$ cat src/lneg_pkg.sv
// Constants, register map and state type of the link negotiation block.
package lneg_pkg;
	// ==================================================================
	// Timing
	localparam int CLK_PERIOD_NS  = 10;
	localparam int BREAK_LINK_MS  = 1200;
	localparam int BREAK_LINK_CYC = BREAK_LINK_MS * (1000000 / CLK_PERIOD_NS);
	localparam int SLOT_NS        = 62500;
	localparam int SLOT_CYC       = (SLOT_NS + CLK_PERIOD_NS - 1) / CLK_PERIOD_NS;
	localparam int BURST_GAP_US   = 16000;
	localparam int BURST_GAP_CYC  = BURST_GAP_US * (1000 / CLK_PERIOD_NS);
	localparam int BURST_TMO_MS   = 50;
	localparam int BURST_TMO_CYC  = BURST_TMO_MS * (1000000 / CLK_PERIOD_NS);
	localparam int MDIX_MS        = 60;
	localparam int MDIX_CYC       = MDIX_MS * (1000000 / CLK_PERIOD_NS);
	localparam int FLP_SLOTS      = 33;
	localparam int ACK_WORDS      = 3;
	// ==================================================================
	// Register indices; byte address is four times the index
	localparam logic [4:0] IDX_CTRL  = 5'h00;
	localparam logic [4:0] IDX_ADV   = 5'h04;
	localparam logic [4:0] IDX_LPA   = 5'h05;
	localparam logic [4:0] IDX_EXP   = 5'h06;
	localparam logic [4:0] IDX_VMODE = 5'h11;
	localparam logic [4:0] IDX_SPD   = 5'h1F;
	// ==================================================================
	// Field positions
	localparam int CTRL_RST     = 15;
	localparam int CTRL_SPEED   = 13;
	localparam int CTRL_ANEN    = 12;
	localparam int CTRL_PDN     = 11;
	localparam int CTRL_RESTART = 9;
	localparam int CTRL_DUPLEX  = 8;
	localparam int ADV_LSB      = 5;
	localparam int ACK_BIT      = 14;
	localparam int EXP_LPAN     = 0;
	localparam int EXP_PDF      = 4;
	localparam int SPD_LSB      = 2;
	localparam int SPD_DONE     = 12;
	localparam int VMODE_MDIXDIS = 0;
	// ==================================================================
	// Encodings and reset values
	localparam logic [4:0] SELECTOR = 5'h01;
	localparam logic [2:0] SPD_10H  = 3'h1;
	localparam logic [2:0] SPD_100H = 3'h2;
	localparam logic [2:0] SPD_10F  = 3'h5;
	localparam logic [2:0] SPD_100F = 3'h6;
	localparam logic [3:0] ADV_RST  = 4'hF;
	localparam logic [1:0] RESP_OK  = 2'h0;
	localparam logic [1:0] RESP_ERR = 2'h2;
	typedef enum logic [2:0] {ST_WAIT, ST_DOWN, ST_FORCED, ST_BREAK, ST_ABL, ST_ACK, ST_LINK}
		lneg_state_e;
endpackage

$ cat src/lneg_core.sv
// Link negotiation, MAC interface strapping and crossover control with an AXI4-Lite slave.
module lneg_core #(
	parameter int BREAK_CYC = lneg_pkg::BREAK_LINK_CYC,
	parameter int SLOT_CYCS = lneg_pkg::SLOT_CYC,
	parameter int GAP_CYC   = lneg_pkg::BURST_GAP_CYC,
	parameter int TMO_CYC   = lneg_pkg::BURST_TMO_CYC,
	parameter int SWAP_CYC  = lneg_pkg::MDIX_CYC,
	parameter int ADDR_W    = 7
) (
	input  wire logic              sys_clk,
	input  wire logic              resetn,
	input  wire logic [ADDR_W-1:0] s_axi_awaddr,
	input  wire logic              s_axi_awvalid,
	output logic                   s_axi_awready,
	input  wire logic [31:0]       s_axi_wdata,
	input  wire logic [3:0]        s_axi_wstrb,
	input  wire logic              s_axi_wvalid,
	output logic                   s_axi_wready,
	output logic [1:0]             s_axi_bresp,
	output logic                   s_axi_bvalid,
	input  wire logic              s_axi_bready,
	input  wire logic [ADDR_W-1:0] s_axi_araddr,
	input  wire logic              s_axi_arvalid,
	output logic                   s_axi_arready,
	output logic [31:0]            s_axi_rdata,
	output logic [1:0]             s_axi_rresp,
	output logic                   s_axi_rvalid,
	input  wire logic              s_axi_rready,
	input  wire logic              collisionOrInterfaceStrapPinIn,
	output logic                   collisionOrInterfaceStrapPinOut,
	output logic                   collisionOrInterfaceStrapPinOe,
	output logic                   referenceClockInputSel,
	output logic                   miiOnlyPinsEn,
	input  wire logic [2:0]        modeStrap,
	input  wire logic              macTxEn,
	input  wire logic              rxActive,
	input  wire logic              rxErIn,
	output logic                   crsOut,
	output logic                   rxErOut,
	output logic                   flpTxPulse,
	input  wire logic              rxWordValid,
	input  wire logic [15:0]       rxWord,
	input  wire logic              rx100Symbols,
	input  wire logic              rxNlp,
	input  wire logic              signalDetect,
	output logic                   txRxEnable,
	output logic                   mdixSwap
);
	// ==================================================================
	// Decoding helpers
	function automatic logic isMapped(input logic [4:0] idx);
		isMapped = (idx == lneg_pkg::IDX_CTRL) || (idx == lneg_pkg::IDX_ADV)
			|| (idx == lneg_pkg::IDX_LPA) || (idx == lneg_pkg::IDX_EXP)
			|| (idx == lneg_pkg::IDX_VMODE) || (idx == lneg_pkg::IDX_SPD);
	endfunction

	function automatic logic [2:0] resolve(input logic [3:0] both);
		if (both[3])
			resolve = lneg_pkg::SPD_100F;
		else if (both[2])
			resolve = lneg_pkg::SPD_100H;
		else if (both[1])
			resolve = lneg_pkg::SPD_10F;
		else if (both[0])
			resolve = lneg_pkg::SPD_10H;
		else
			resolve = 3'h0;
	endfunction

	// ==================================================================
	// State
	lneg_pkg::lneg_state_e state_q, state_d;
	logic        awready_q, awready_d, wready_q, wready_d, bvalid_q, bvalid_d;
	logic        arready_q, arready_d, rvalid_q, rvalid_d;
	logic [1:0]  bresp_q, bresp_d, rresp_q, rresp_d;
	logic [31:0] rdata_q, rdata_d, wData_q, wData_d;
	logic [4:0]  awIdx_q, awIdx_d;
	logic [3:0]  wStrb_q, wStrb_d;
	logic        awHave_q, awHave_d, wHave_q, wHave_d;
	logic        ctrlSpeed_q, ctrlSpeed_d, ctrlAnEn_q, ctrlAnEn_d;
	logic        ctrlPdn_q, ctrlPdn_d, ctrlDuplex_q, ctrlDuplex_d;
	logic [3:0]  adv_q, adv_d;
	logic [15:0] lpa_q, lpa_d;
	logic        lpAnAble_q, lpAnAble_d, pdFault_q, pdFault_d;
	logic [2:0]  spd_q, spd_d, modeLatch_q, modeLatch_d;
	logic        anDone_q, anDone_d, mdixDis_q, mdixDis_d;
	logic [31:0] cnt_q, cnt_d, slotCnt_q, slotCnt_d, gapCnt_q, gapCnt_d;
	logic [31:0] swapCnt_q, swapCnt_d;
	logic [5:0]  slotIdx_q, slotIdx_d;
	logic [1:0]  ackCnt_q, ackCnt_d;
	logic        burstOn_q, burstOn_d, ackBit_q, ackBit_d;
	logic        strapDone_q, strapDone_d, rmiiMode_q, rmiiMode_d;
	logic        pinOut_q, pinOut_d, pinOe_q, pinOe_d, crsOut_q, crsOut_d;
	logic        colOut_q, colOut_d;
	logic        rxErOut_q, rxErOut_d, flpTx_q, flpTx_d, txRxEn_q, txRxEn_d;
	logic        miiEn_q, miiEn_d, swap_q, swap_d;
	logic        wrDo, restartGo, swReset, startAn, txAct, rxAct;
	logic [15:0] txWord;
	logic [4:0]  arIdx;
	logic [2:0]  res, strapVal;

	// Code word sent in every burst.
	assign txWord = {1'b0, ackBit_q, 5'h00, adv_q, lneg_pkg::SELECTOR};
	assign arIdx  = s_axi_araddr[6:2];

	// ==================================================================
	// Next-state logic
	always_comb
	begin
		state_d = state_q;        awready_d = awready_q;  wready_d = wready_q;
		bvalid_d = bvalid_q;      bresp_d = bresp_q;      arready_d = arready_q;
		rvalid_d = rvalid_q;      rresp_d = rresp_q;      rdata_d = rdata_q;
		wData_d = wData_q;        awIdx_d = awIdx_q;      wStrb_d = wStrb_q;
		awHave_d = awHave_q;      wHave_d = wHave_q;      ctrlSpeed_d = ctrlSpeed_q;
		ctrlAnEn_d = ctrlAnEn_q;  ctrlPdn_d = ctrlPdn_q;  ctrlDuplex_d = ctrlDuplex_q;
		adv_d = adv_q;            lpa_d = lpa_q;          lpAnAble_d = lpAnAble_q;
		pdFault_d = pdFault_q;    spd_d = spd_q;          modeLatch_d = modeLatch_q;
		anDone_d = anDone_q;      mdixDis_d = mdixDis_q;  cnt_d = cnt_q + 32'h1;
		slotCnt_d = slotCnt_q;    gapCnt_d = gapCnt_q;    swapCnt_d = swapCnt_q;
		slotIdx_d = slotIdx_q;    ackCnt_d = ackCnt_q;    burstOn_d = burstOn_q;
		ackBit_d = ackBit_q;      strapDone_d = 1'b1;     rmiiMode_d = rmiiMode_q;
		swap_d = swap_q;          startAn = 1'b0;         res = resolve(adv_q & rxWord[8:5]);
		restartGo = 1'b0;         swReset = 1'b0;
		strapVal = strapDone_q ? modeLatch_q : modeStrap;
		// Strap levels are caught on the first edge after reset release.
		if (!strapDone_q)
		begin
			rmiiMode_d  = collisionOrInterfaceStrapPinIn;
			modeLatch_d = modeStrap;
		end
		// AXI4-Lite write: address and data taken in either order.
		if (s_axi_awvalid && awready_q)
		begin
			awIdx_d = s_axi_awaddr[6:2];
			awHave_d = 1'b1;
		end
		if (s_axi_wvalid && wready_q)
		begin
			wData_d = s_axi_wdata;
			wStrb_d = s_axi_wstrb;
			wHave_d = 1'b1;
		end
		if (bvalid_q && s_axi_bready)
			bvalid_d = 1'b0;
		wrDo = awHave_q && wHave_q && !bvalid_q;
		if (wrDo)
		begin
			awHave_d = 1'b0;
			wHave_d  = 1'b0;
			bvalid_d = 1'b1;
			bresp_d  = isMapped(awIdx_q) ? lneg_pkg::RESP_OK : lneg_pkg::RESP_ERR;
			if (awIdx_q == lneg_pkg::IDX_CTRL && wStrb_q[1])
			begin
				ctrlSpeed_d  = wData_q[lneg_pkg::CTRL_SPEED];
				ctrlAnEn_d   = wData_q[lneg_pkg::CTRL_ANEN];
				ctrlPdn_d    = wData_q[lneg_pkg::CTRL_PDN];
				ctrlDuplex_d = wData_q[lneg_pkg::CTRL_DUPLEX];
				// Restart and reset are pulses, never stored.
				restartGo    = wData_q[lneg_pkg::CTRL_RESTART];
				swReset      = wData_q[lneg_pkg::CTRL_RST];
			end
			// Ability writes touch only the register, not the state machine.
			if (awIdx_q == lneg_pkg::IDX_ADV)
			begin
				if (wStrb_q[0])
					adv_d[2:0] = wData_q[7:5];
				if (wStrb_q[1])
					adv_d[3] = wData_q[8];
			end
			if (awIdx_q == lneg_pkg::IDX_VMODE && wStrb_q[0])
				mdixDis_d = wData_q[lneg_pkg::VMODE_MDIXDIS];
		end
		// Capability strap: top bit enables negotiation; soft reset reuses the latch.
		if (!strapDone_q || swReset)
		begin
			ctrlAnEn_d   = strapVal[2];
			adv_d        = strapVal[2] ? (strapVal[1:0] == 2'h3 ? 4'hF :
				(strapVal[1] ? 4'hC : 4'h3)) : lneg_pkg::ADV_RST;
			ctrlSpeed_d  = strapVal[1];
			ctrlDuplex_d = strapVal[0];
		end
		awready_d = !awHave_d && !bvalid_d;
		wready_d  = !wHave_d && !bvalid_d;
		// AXI4-Lite read.
		if (rvalid_q && s_axi_rready)
			rvalid_d = 1'b0;
		if (s_axi_arvalid && arready_q)
		begin
			rvalid_d = 1'b1;
			rresp_d  = isMapped(arIdx) ? lneg_pkg::RESP_OK : lneg_pkg::RESP_ERR;
			case (arIdx)
				lneg_pkg::IDX_CTRL:  rdata_d = {18'h0, ctrlSpeed_q, ctrlAnEn_q, ctrlPdn_q,
					2'h0, ctrlDuplex_q, 8'h00};
				lneg_pkg::IDX_ADV:   rdata_d = {23'h0, adv_q, lneg_pkg::SELECTOR};
				lneg_pkg::IDX_LPA:   rdata_d = {16'h0, lpa_q};
				lneg_pkg::IDX_EXP:   rdata_d = {27'h0, pdFault_q, 3'h0, lpAnAble_q};
				lneg_pkg::IDX_VMODE: rdata_d = {30'h0, rmiiMode_q, mdixDis_q};
				lneg_pkg::IDX_SPD:   rdata_d = {19'h0, anDone_q, 7'h00, spd_q, 2'h0};
				default:             rdata_d = 32'h0;
			endcase
			// The fault flag clears on read; a new fault in this cycle still sets it below.
			if (arIdx == lneg_pkg::IDX_EXP)
				pdFault_d = 1'b0;
		end
		arready_d = !rvalid_d;
		// Negotiation state machine.
		case (state_q)
			lneg_pkg::ST_WAIT:
				startAn = strapDone_q;
			lneg_pkg::ST_DOWN:
				startAn = !ctrlPdn_q;
			lneg_pkg::ST_FORCED:
			begin
				spd_d = {ctrlDuplex_q, ctrlSpeed_q, ~ctrlSpeed_q};
				anDone_d = 1'b0;
				startAn = ctrlAnEn_q;
			end
			lneg_pkg::ST_BREAK:
				if (cnt_q == 32'(BREAK_CYC - 1))
					startAn = 1'b1;
			lneg_pkg::ST_ABL:
				if (rxWordValid)
				begin
					lpa_d = rxWord;
					lpAnAble_d = 1'b1;
					ackBit_d = 1'b1;
					ackCnt_d = 2'h0;
					cnt_d = 32'h0;
					state_d = lneg_pkg::ST_ACK;
				end
				else if (rx100Symbols && rxNlp)
					pdFault_d = 1'b1;
				else if (rx100Symbols || rxNlp)
				begin
					// Parallel detection is always half duplex.
					spd_d = rx100Symbols ? lneg_pkg::SPD_100H : lneg_pkg::SPD_10H;
					lpa_d = {8'h00, rx100Symbols, 1'b0, !rx100Symbols, lneg_pkg::SELECTOR};
					lpAnAble_d = 1'b0;
					anDone_d = 1'b1;
					state_d = lneg_pkg::ST_LINK;
				end
			lneg_pkg::ST_ACK:
				if (rxWordValid)
				begin
					cnt_d = 32'h0;
					if (rxWord[8:0] != lpa_q[8:0])
						startAn = 1'b1;
					else if (rxWord[lneg_pkg::ACK_BIT])
					begin
						ackCnt_d = ackCnt_q + 2'h1;
						if (ackCnt_q == 2'(lneg_pkg::ACK_WORDS - 1))
						begin
							lpa_d = rxWord;
							spd_d = res;
							anDone_d = (res != 3'h0);
							startAn = (res == 3'h0);
							state_d = lneg_pkg::ST_LINK;
						end
					end
				end
				else if (cnt_q == 32'(TMO_CYC - 1))
					startAn = 1'b1;
			lneg_pkg::ST_LINK:
				startAn = !signalDetect;
			default:
				state_d = lneg_pkg::ST_WAIT;
		endcase
		if (swReset || (!ctrlAnEn_q && ctrlAnEn_d))
			startAn = 1'b1;
		if (startAn)
		begin
			state_d = ctrlAnEn_d ? lneg_pkg::ST_ABL : lneg_pkg::ST_FORCED;
			anDone_d = 1'b0;
			ackBit_d = 1'b0;
		end
		if (!ctrlAnEn_d && state_d != lneg_pkg::ST_WAIT && state_d != lneg_pkg::ST_DOWN)
			state_d = lneg_pkg::ST_FORCED;
		if (restartGo && ctrlAnEn_d)
		begin
			state_d = lneg_pkg::ST_BREAK;
			cnt_d = 32'h0;
			anDone_d = 1'b0;
		end
		if (ctrlPdn_d)
			state_d = lneg_pkg::ST_DOWN;
		// Burst generator runs while negotiating: 33 slots then a gap.
		flpTx_d = 1'b0;
		if (state_q == lneg_pkg::ST_ABL || state_q == lneg_pkg::ST_ACK)
		begin
			if (burstOn_q)
			begin
				flpTx_d = (slotCnt_q == 32'h0) && (!slotIdx_q[0] || txWord[slotIdx_q[4:1]]);
				slotCnt_d = slotCnt_q + 32'h1;
				if (slotCnt_q == 32'(SLOT_CYCS - 1))
				begin
					slotCnt_d = 32'h0;
					slotIdx_d = slotIdx_q + 6'h01;
					if (slotIdx_q == 6'(lneg_pkg::FLP_SLOTS - 1))
					begin
						burstOn_d = 1'b0;
						gapCnt_d = 32'h0;
					end
				end
			end
			else
			begin
				gapCnt_d = gapCnt_q + 32'h1;
				if (gapCnt_q == 32'(GAP_CYC - 1))
				begin
					burstOn_d = 1'b1;
					slotIdx_d = 6'h00;
					slotCnt_d = 32'h0;
				end
			end
		end
		else
		begin
			burstOn_d = 1'b1;
			slotIdx_d = 6'h00;
			slotCnt_d = 32'h0;
		end
		// Crossover hunts by toggling until energy or link is seen.
		swapCnt_d = swapCnt_q + 32'h1;
		if (mdixDis_q)
		begin
			swap_d = 1'b0;
			swapCnt_d = 32'h0;
		end
		else if (signalDetect || state_q == lneg_pkg::ST_LINK)
			swapCnt_d = 32'h0;
		else if (swapCnt_q == 32'(SWAP_CYC - 1))
		begin
			swap_d = !swap_q;
			swapCnt_d = 32'h0;
		end
		// MAC-side carrier and collision.
		txRxEn_d  = strapDone_q && state_d != lneg_pkg::ST_BREAK
			&& state_d != lneg_pkg::ST_DOWN && state_d != lneg_pkg::ST_WAIT;
		txAct     = macTxEn && txRxEn_q;
		rxAct     = rxActive && txRxEn_q;
		crsOut_d  = spd_q[2] ? rxAct : (rxAct || txAct);
		colOut_d  = !spd_q[2] && rxAct && txAct;
		pinOut_d  = rmiiMode_d ? crsOut_d : colOut_d;
		pinOe_d   = strapDone_q;
		miiEn_d   = strapDone_q && !rmiiMode_d;
		rxErOut_d = rxErIn && txRxEn_q;
	end

	// ==================================================================
	// Registers
	always_ff @(posedge sys_clk or negedge resetn)
	begin
		if (!resetn)
		begin
			state_q <= lneg_pkg::ST_WAIT; awready_q <= 1'b0; wready_q <= 1'b0;
			bvalid_q <= 1'b0;   bresp_q <= 2'h0;    arready_q <= 1'b0;  rvalid_q <= 1'b0;
			rresp_q <= 2'h0;    rdata_q <= 32'h0;   wData_q <= 32'h0;   awIdx_q <= 5'h00;
			wStrb_q <= 4'h0;    awHave_q <= 1'b0;   wHave_q <= 1'b0;    ctrlSpeed_q <= 1'b0;
			ctrlAnEn_q <= 1'b0; ctrlPdn_q <= 1'b0;  ctrlDuplex_q <= 1'b0;
			adv_q <= lneg_pkg::ADV_RST;             lpa_q <= 16'h0000;  lpAnAble_q <= 1'b0;
			pdFault_q <= 1'b0;  spd_q <= 3'h0;      modeLatch_q <= 3'h0; anDone_q <= 1'b0;
			mdixDis_q <= 1'b0;  cnt_q <= 32'h0;     slotCnt_q <= 32'h0; gapCnt_q <= 32'h0;
			swapCnt_q <= 32'h0; slotIdx_q <= 6'h00; ackCnt_q <= 2'h0;   burstOn_q <= 1'b0;
			ackBit_q <= 1'b0;   strapDone_q <= 1'b0; rmiiMode_q <= 1'b0; pinOut_q <= 1'b0;
			pinOe_q <= 1'b0;    crsOut_q <= 1'b0;   colOut_q <= 1'b0;   rxErOut_q <= 1'b0;
			flpTx_q <= 1'b0;    txRxEn_q <= 1'b0;   miiEn_q <= 1'b0;    swap_q <= 1'b0;
		end
		else
		begin
			state_q <= state_d; awready_q <= awready_d; wready_q <= wready_d;
			bvalid_q <= bvalid_d; bresp_q <= bresp_d; arready_q <= arready_d;
			rvalid_q <= rvalid_d; rresp_q <= rresp_d; rdata_q <= rdata_d;
			wData_q <= wData_d; awIdx_q <= awIdx_d; wStrb_q <= wStrb_d;
			awHave_q <= awHave_d; wHave_q <= wHave_d; ctrlSpeed_q <= ctrlSpeed_d;
			ctrlAnEn_q <= ctrlAnEn_d; ctrlPdn_q <= ctrlPdn_d; ctrlDuplex_q <= ctrlDuplex_d;
			adv_q <= adv_d; lpa_q <= lpa_d; lpAnAble_q <= lpAnAble_d;
			pdFault_q <= pdFault_d; spd_q <= spd_d; modeLatch_q <= modeLatch_d;
			anDone_q <= anDone_d; mdixDis_q <= mdixDis_d; cnt_q <= cnt_d;
			slotCnt_q <= slotCnt_d; gapCnt_q <= gapCnt_d; swapCnt_q <= swapCnt_d;
			slotIdx_q <= slotIdx_d; ackCnt_q <= ackCnt_d; burstOn_q <= burstOn_d;
			ackBit_q <= ackBit_d; strapDone_q <= strapDone_d; rmiiMode_q <= rmiiMode_d;
			pinOut_q <= pinOut_d; pinOe_q <= pinOe_d; crsOut_q <= crsOut_d;
			colOut_q <= colOut_d; rxErOut_q <= rxErOut_d; flpTx_q <= flpTx_d;
			txRxEn_q <= txRxEn_d; miiEn_q <= miiEn_d; swap_q <= swap_d;
		end
	end

	assign s_axi_awready = awready_q;
	assign s_axi_wready  = wready_q;
	assign s_axi_bvalid  = bvalid_q;
	assign s_axi_bresp   = bresp_q;
	assign s_axi_arready = arready_q;
	assign s_axi_rvalid  = rvalid_q;
	assign s_axi_rresp   = rresp_q;
	assign s_axi_rdata   = rdata_q;
	assign collisionOrInterfaceStrapPinOut = pinOut_q;
	assign collisionOrInterfaceStrapPinOe  = pinOe_q;
	assign referenceClockInputSel = rmiiMode_q;
	assign miiOnlyPinsEn = miiEn_q;
	assign crsOut        = crsOut_q;
	assign rxErOut       = rxErOut_q;
	assign flpTxPulse    = flpTx_q;
	assign txRxEnable    = txRxEn_q;
	assign mdixSwap      = swap_q;
endmodule

$ cat config.mk
export PLATFORM = sky130hd
export DESIGN_NAME = lneg_core
export DESIGN_NICKNAME = d
export VERILOG_FILES = /design/src/lneg_pkg.sv /design/src/lneg_core.sv
export SDC_FILE = /design/constraint.sdc
export NUM_CORES = 1
export LEC_CHECK = 0
export BUFFER_PORTS_ARGS = -buffer_cell sky130_fd_sc_hd__buf_4
export CORE_MARGIN = 5
export CORE_UTILIZATION = 50
export DETAILED_ROUTE_END_ITERATION = 8
export PLACE_DENSITY = 0.67
export SLEW_MARGIN = 25
export SYNTH_ARGS = -nofsm -noshare
export SYNTH_HDL_FRONTEND = slang
export SYNTH_SLANG_ARGS = --single-unit
$ cat constraint.sdc
create_clock -name sys_clk -period 3.8 [get_ports sys_clk]
set_input_delay 1.14 -clock sys_clk [delete_from_list [all_inputs] [get_ports sys_clk]]
set_output_delay 1.14 -clock sys_clk [all_outputs]
set_load 0.005 [all_outputs]
Word level (Yosys, flattened, before mapping)

Index checks and enable logic that the tools add are counted.

Register bits: 251
Input bits: 84
Output and inout port bits: 50
Logic and storage cells: 333

$add $sub $neg: 6
Magnitude comparators: 1
Eq/ne operators: 51
Mux-type cells: 135
Bitwise gates (word level): 2
Reductions and logical operators: 93

Operator list:

| cell                                                                     | number |
|---|---|
| 32-bit two-way mux                                                       | 13 |
| 32-bit by 1-bit adder with 32-bit output (second input constant)         | 4 |
| 16-bit two-way mux                                                       | 7 |
| 16-bit case mux with 6 select lines                                      | 1 |
| 3-bit two-way mux                                                        | 24 |
| 1-bit two-way mux                                                        | 66 |
| 32-bit by 23-bit equality test with 1-bit output (second input constant) | 2 |
| 32-bit by 13-bit equality test with 1-bit output (second input constant) | 1 |
| 32-bit by 21-bit equality test with 1-bit output (second input constant) | 1 |
| 32-bit by 27-bit equality test with 1-bit output (second input constant) | 1 |
| 32-bit zero test                                                         | 1 |
| 16-bit case mux with 2 select lines                                      | 1 |
| 5-bit by 3-bit equality test with 1-bit output (second input constant)   | 6 |
| 4-bit inequality test (second input constant)                            | 7 |
| 1-bit logical AND                                                        | 26 |
| 4-bit two-way mux                                                        | 6 |
| 6-bit two-way mux                                                        | 4 |
| 5-bit equality test (second input constant)                              | 4 |
| 2-bit inequality test (second input constant)                            | 10 |
| 2-bit nonzero test                                                       | 10 |
| 3-bit case mux with 3 select lines                                       | 2 |
| 1-bit logical OR                                                         | 17 |
| 8-bit AND reduction                                                      | 2 |
| 1-bit zero test                                                          | 15 |
| 30 further kinds                                                         | 57 |

Depth between registers and ports, before layout

Word-level depth: 23
Mapped depth: 9
Gate-level depth less buffers: 8

Least setup slack after synthesis

No wires, ideal clock.

Kind: flip-flop to flip-flop
From: register gapCnt_q[25]
To: register slotCnt_q[20]
Setup time: 119 ps
Arrival time: 2668 ps
Data required time: 3681 ps
Setup slack: 1013 ps
Stages on the path, launching flop included: 8
Buffers on the path: 1
Clock period less this slack: 2787 ps
Cell sequence: dfrtp_1 -> or4_1 -> or4_4 -> or4_4 -> buf_6 -> a2111oi_4 -> xnor2_1 -> nor2_2

Word-level cells in the longest chain between the ends: 2

RTL lines:

| what                                                       | RTL line         | source |
|---|---|---|
| start, declared                                            | lneg_core.sv:87  | `logic [31:0] cnt_q, cnt_d, slotCnt_q, slotCnt_d, gapCnt_q, gapCnt_d;` |
| start signal, assigned                                     | lneg_core.sv:379 | `slotCnt_q <= slotCnt_d; gapCnt_q <= gapCnt_d; swapCnt_q <= swapCnt_d;` |
| 32-bit by 21-bit equality test with 1-bit output           | lneg_core.sv:308 | `if (gapCnt_q == 32'(GAP_CYC - 1))` |
| 3-bit by 2-bit inequality test with 1-bit output (no line) | --               |  |
| end signal, assigned                                       | lneg_core.sv:379 |  |
| end, declared                                              | lneg_core.sv:87  |  |

Every way passes these cells.
A chain may end at the register's enable or synchronous reset.

Final worst setup path

From: register gapCnt_q[25]
To: register slotCnt_q[28]

Same word-level chain as after synthesis.

==> flow_summary.yaml <==
status:
  status: "completed"
detailed_routing:
  finalWirelength_um: 28800
  first_iter_violations: 678
  wire_per_inst_um: 17.0
  viasPerCell: 5.71
  drt_first_pass_iters: 5
  num_vias: 9685
  ant_nets: 0
  drc: 0
setup_path:
  critPathMaxStageDelay_ps: 580
  cp_slowest_cell: "or4_4"
  critPathKind: "reg -> reg"
  cpLargestDelayFamily: "simple AND/OR/NAND/NOR gates"
  arrival_ps: 3490
  r2r-start: "gapCnt_q[25]"
  critical_path.cell_chain: "or4_1, or4_4, nor4_4, nor2_1, or3_1, a21oi_1"
  cp.required_ps: 4250
  reg2reg_depth: 6
  cp-start-kind: "flop"
  worst-path-max-fanout: 12
  critPathCaptureType: "flop"
  r2r_end: "slotCnt_q[28]"
  r2r_slack_ps: 760
  cp.depth: 6
  worstPathBufferInverterCount: 0
sta:
  fmax_ghz: 0.329
  worstMarginPinSlew_ps: 992
  maxSlewViolCount: 0
  post-route-period-util_pct: 80.0
  finalCriticalPeriod_ps: 3040
  finClkSkew_ps: 27.3
  slew_headroom_pct: 33.3
  setup_violations: 0
  finalHoldViolCount: 0
  finalSetupTns_ps: 0
  rsz0062_at_grt: "false"
synthesis:
  synth_top_cell_by_area: "dfrtp_1"
  async_flop_share_pct: 100
  synth_edf_count: 0
  synth_area_leaders: "dfrtp_1 47%, nand2_1 4.6%, nor2_1 4.4%, xor2_1 4.0%, o21ai_0 3.1%"
  avgSynthCellArea_sq_um: 9.40
  synth_top_family_by_area: "simple AND/OR/NAND/NOR gates"
  yosysSeqAreaShare_pct: 47.6
  synthFlopType: "dfrtp_1"
  synth_xor_area_share_pct: 6.89
  synth_top_area_share_pct: 46.7
  yosysWarnings: 0
  synth_compound_area_share_pct: 12.8
  synthAdderAreaFrac_pct: 1.03
  synthSimpleGateAreaFrac_pct: 25.0
  yosys_register_bits: 227
  synthMuxAreaShare_pct: 3.00
  synthesis.instances: 1272
  syn-cell-area_sq_mm: 0.0120
  ys_types: 79
floorplan:
  start_util_pct: 50.9
  dieWidth_um: 165
  io_pins: 134
  core-area_sq_mm: 0.0235
  die_h_um: 165
  rows: 56
  fp.dieArea_sq_mm: 0.0271
grt:
  met3_usage_pct: 3.19
  grt_max_degree: 90
  grt_pass1_wl_um: 48300
  grt_pass1_vias: 9481
  overflow: 0
  busiest_layer: "met2"
  gr-usage-met1_pct: 30.1
  track_usage_pct: 21.5
  grtUsageMet2_pct: 35.7
  antenna_found_initial: 1
power:
  ir_drop_mv: 0.524
  p_leak_nw: 5.90
  p_per_area_mw_per_mm2: 533
  total_power_w: 0.00734
cells_and_area:
  design_area_sq_mm: 0.0138
  final_cell_mix: "223 x dfrtp_1, 148 x nand2_1, 141 x nor2_1"
  n_antenna_cell: 0
  final_cells: 1697
  utilization_pct: 58.7
  layout.nets: 1451
  synthToLayoutAreaGrowth_pct: 15.2
  mostFrequentLayoutCell: "dfrtp_1"
  drive_gt1_share_pct: 14.7
min_path:
  min_path_type: "reg -> reg"
  holdPathStages: 1
  holdPathEnd: "cnt_q[0]"
  hold_start: "cnt_q[0]"
clock_network:
  worst_skew_pair.late_latency_ps: 540
  cts_sinks: 227
  ctsResizeCount: 0
  cts.clk_slew.worst_paths_ps: 60
  numCtsBuffers: 26
  htree_levels: 1
  ctsHoldBuffers: 0
  cts_setup_buffers: 0
  cts-root-buf: "clkbuf_16"
  cts_tree: "built"
  cts_max_path_buffers: 3
place:
  placed_area_sq_mm: 0.0129
  hpwl_um: 20200
  portBuffers: 87
  dp_cells: 1649
  gp_congestion: 0.892
job:
  maxCapViolations: 0
==> registers in the layout, indices dropped and copies added (netlist names), 2 cells and up <==
register and flops:
modeLatch_q 3, adv_q 4, cnt_q 32, slotIdx_q 6, s_axi_rdata 16, ackCnt_q 2
awIdx_q 5, state_q 3, wStrb_q 2, swapCnt_q 32, gapCnt_q 32, wData_q 10
spd_q 3, slotCnt_q 32, lpa_q 16
==> report_power, final <==
part           internal [W]  leakage, nW  switching (W)
combinational      0.000688         2.46       0.000755
sequential          0.00286         3.01       0.000528
clock               0.00151        0.432        0.00100
==> cells by family after synthesis <==
kind of cell               after synthesis
DFF                                    227
buffers and inverters                   91
muxes                                   33
adders and majority gates               10
other                                    2
AOI/OAI and AO/OA                      227
and+or+nand+nor                        588
xor gates and xnor gates                94
==> per-layer routing <==
layer / vias up / part of all wire (%)
li1: 4708 / -
met1: 4725 / 45
met2: 207 / 49
met3: 43 / 4.1
met4: 2 / 2.1
met5: - / 0.049
==> metrics by stage <==
stage,setup WS [ps],hold WS (ps)
after floorplan,1010,401
final,762,483
after detailed placement,680,471
after global routing,605,513
after global placement,724,463
after CTS,797,479
==> Yosys cell counts (all sizes together), types with 4 or more instances <==
library cell,number
xnor2,39
o21bai,5
o21ai,74
or2,10
or4,21
o31ai,13
nand2,148
nor4,28
a21oi,40
a22o,24
buf,23
o211ai,11
o22ai,6
nand2b,10
a22oi,5
mux2i,10
and4,10
or3,13
a211oi,9
nor2,143
ha,9
clkbuf,42
nor2b,11
nand3,69
xor2,55
dfstp,4
inv,26
nor3,31
mux2,23
dfrtp,223
and2,13
nand4,31
nor3b,6
o2111ai,7
nor4b,7
a21o,6
and3,21
==> worst max path at each step <==
stage	startpoint	to	slack [ps]
floorplan	gapCnt_q[25]	slotCnt_q[20]	1010
global placement	rxWord[3]	anDone_q	720
detailed placement	rxWord[3]	anDone_q	680
CTS	gapCnt_q[25]	slotCnt_q[28]	800
global route	gapCnt_q[25]	slotCnt_q[28]	600
finish	gapCnt_q[25]	slotCnt_q[28]	760
==> final cells by class <==
cell class / instances / area, sq um
clock inverter: 11 / 119
clock buffer: 37 / 752
sequential: 227 / 5690
tap: 319 / 399
timing repair buffer: 106 / 828
fill: 2066 / 9700
multi-input combinational: 971 / 5890
inverter: 26 / 97.6
Power figures use the tool's default switching activity.
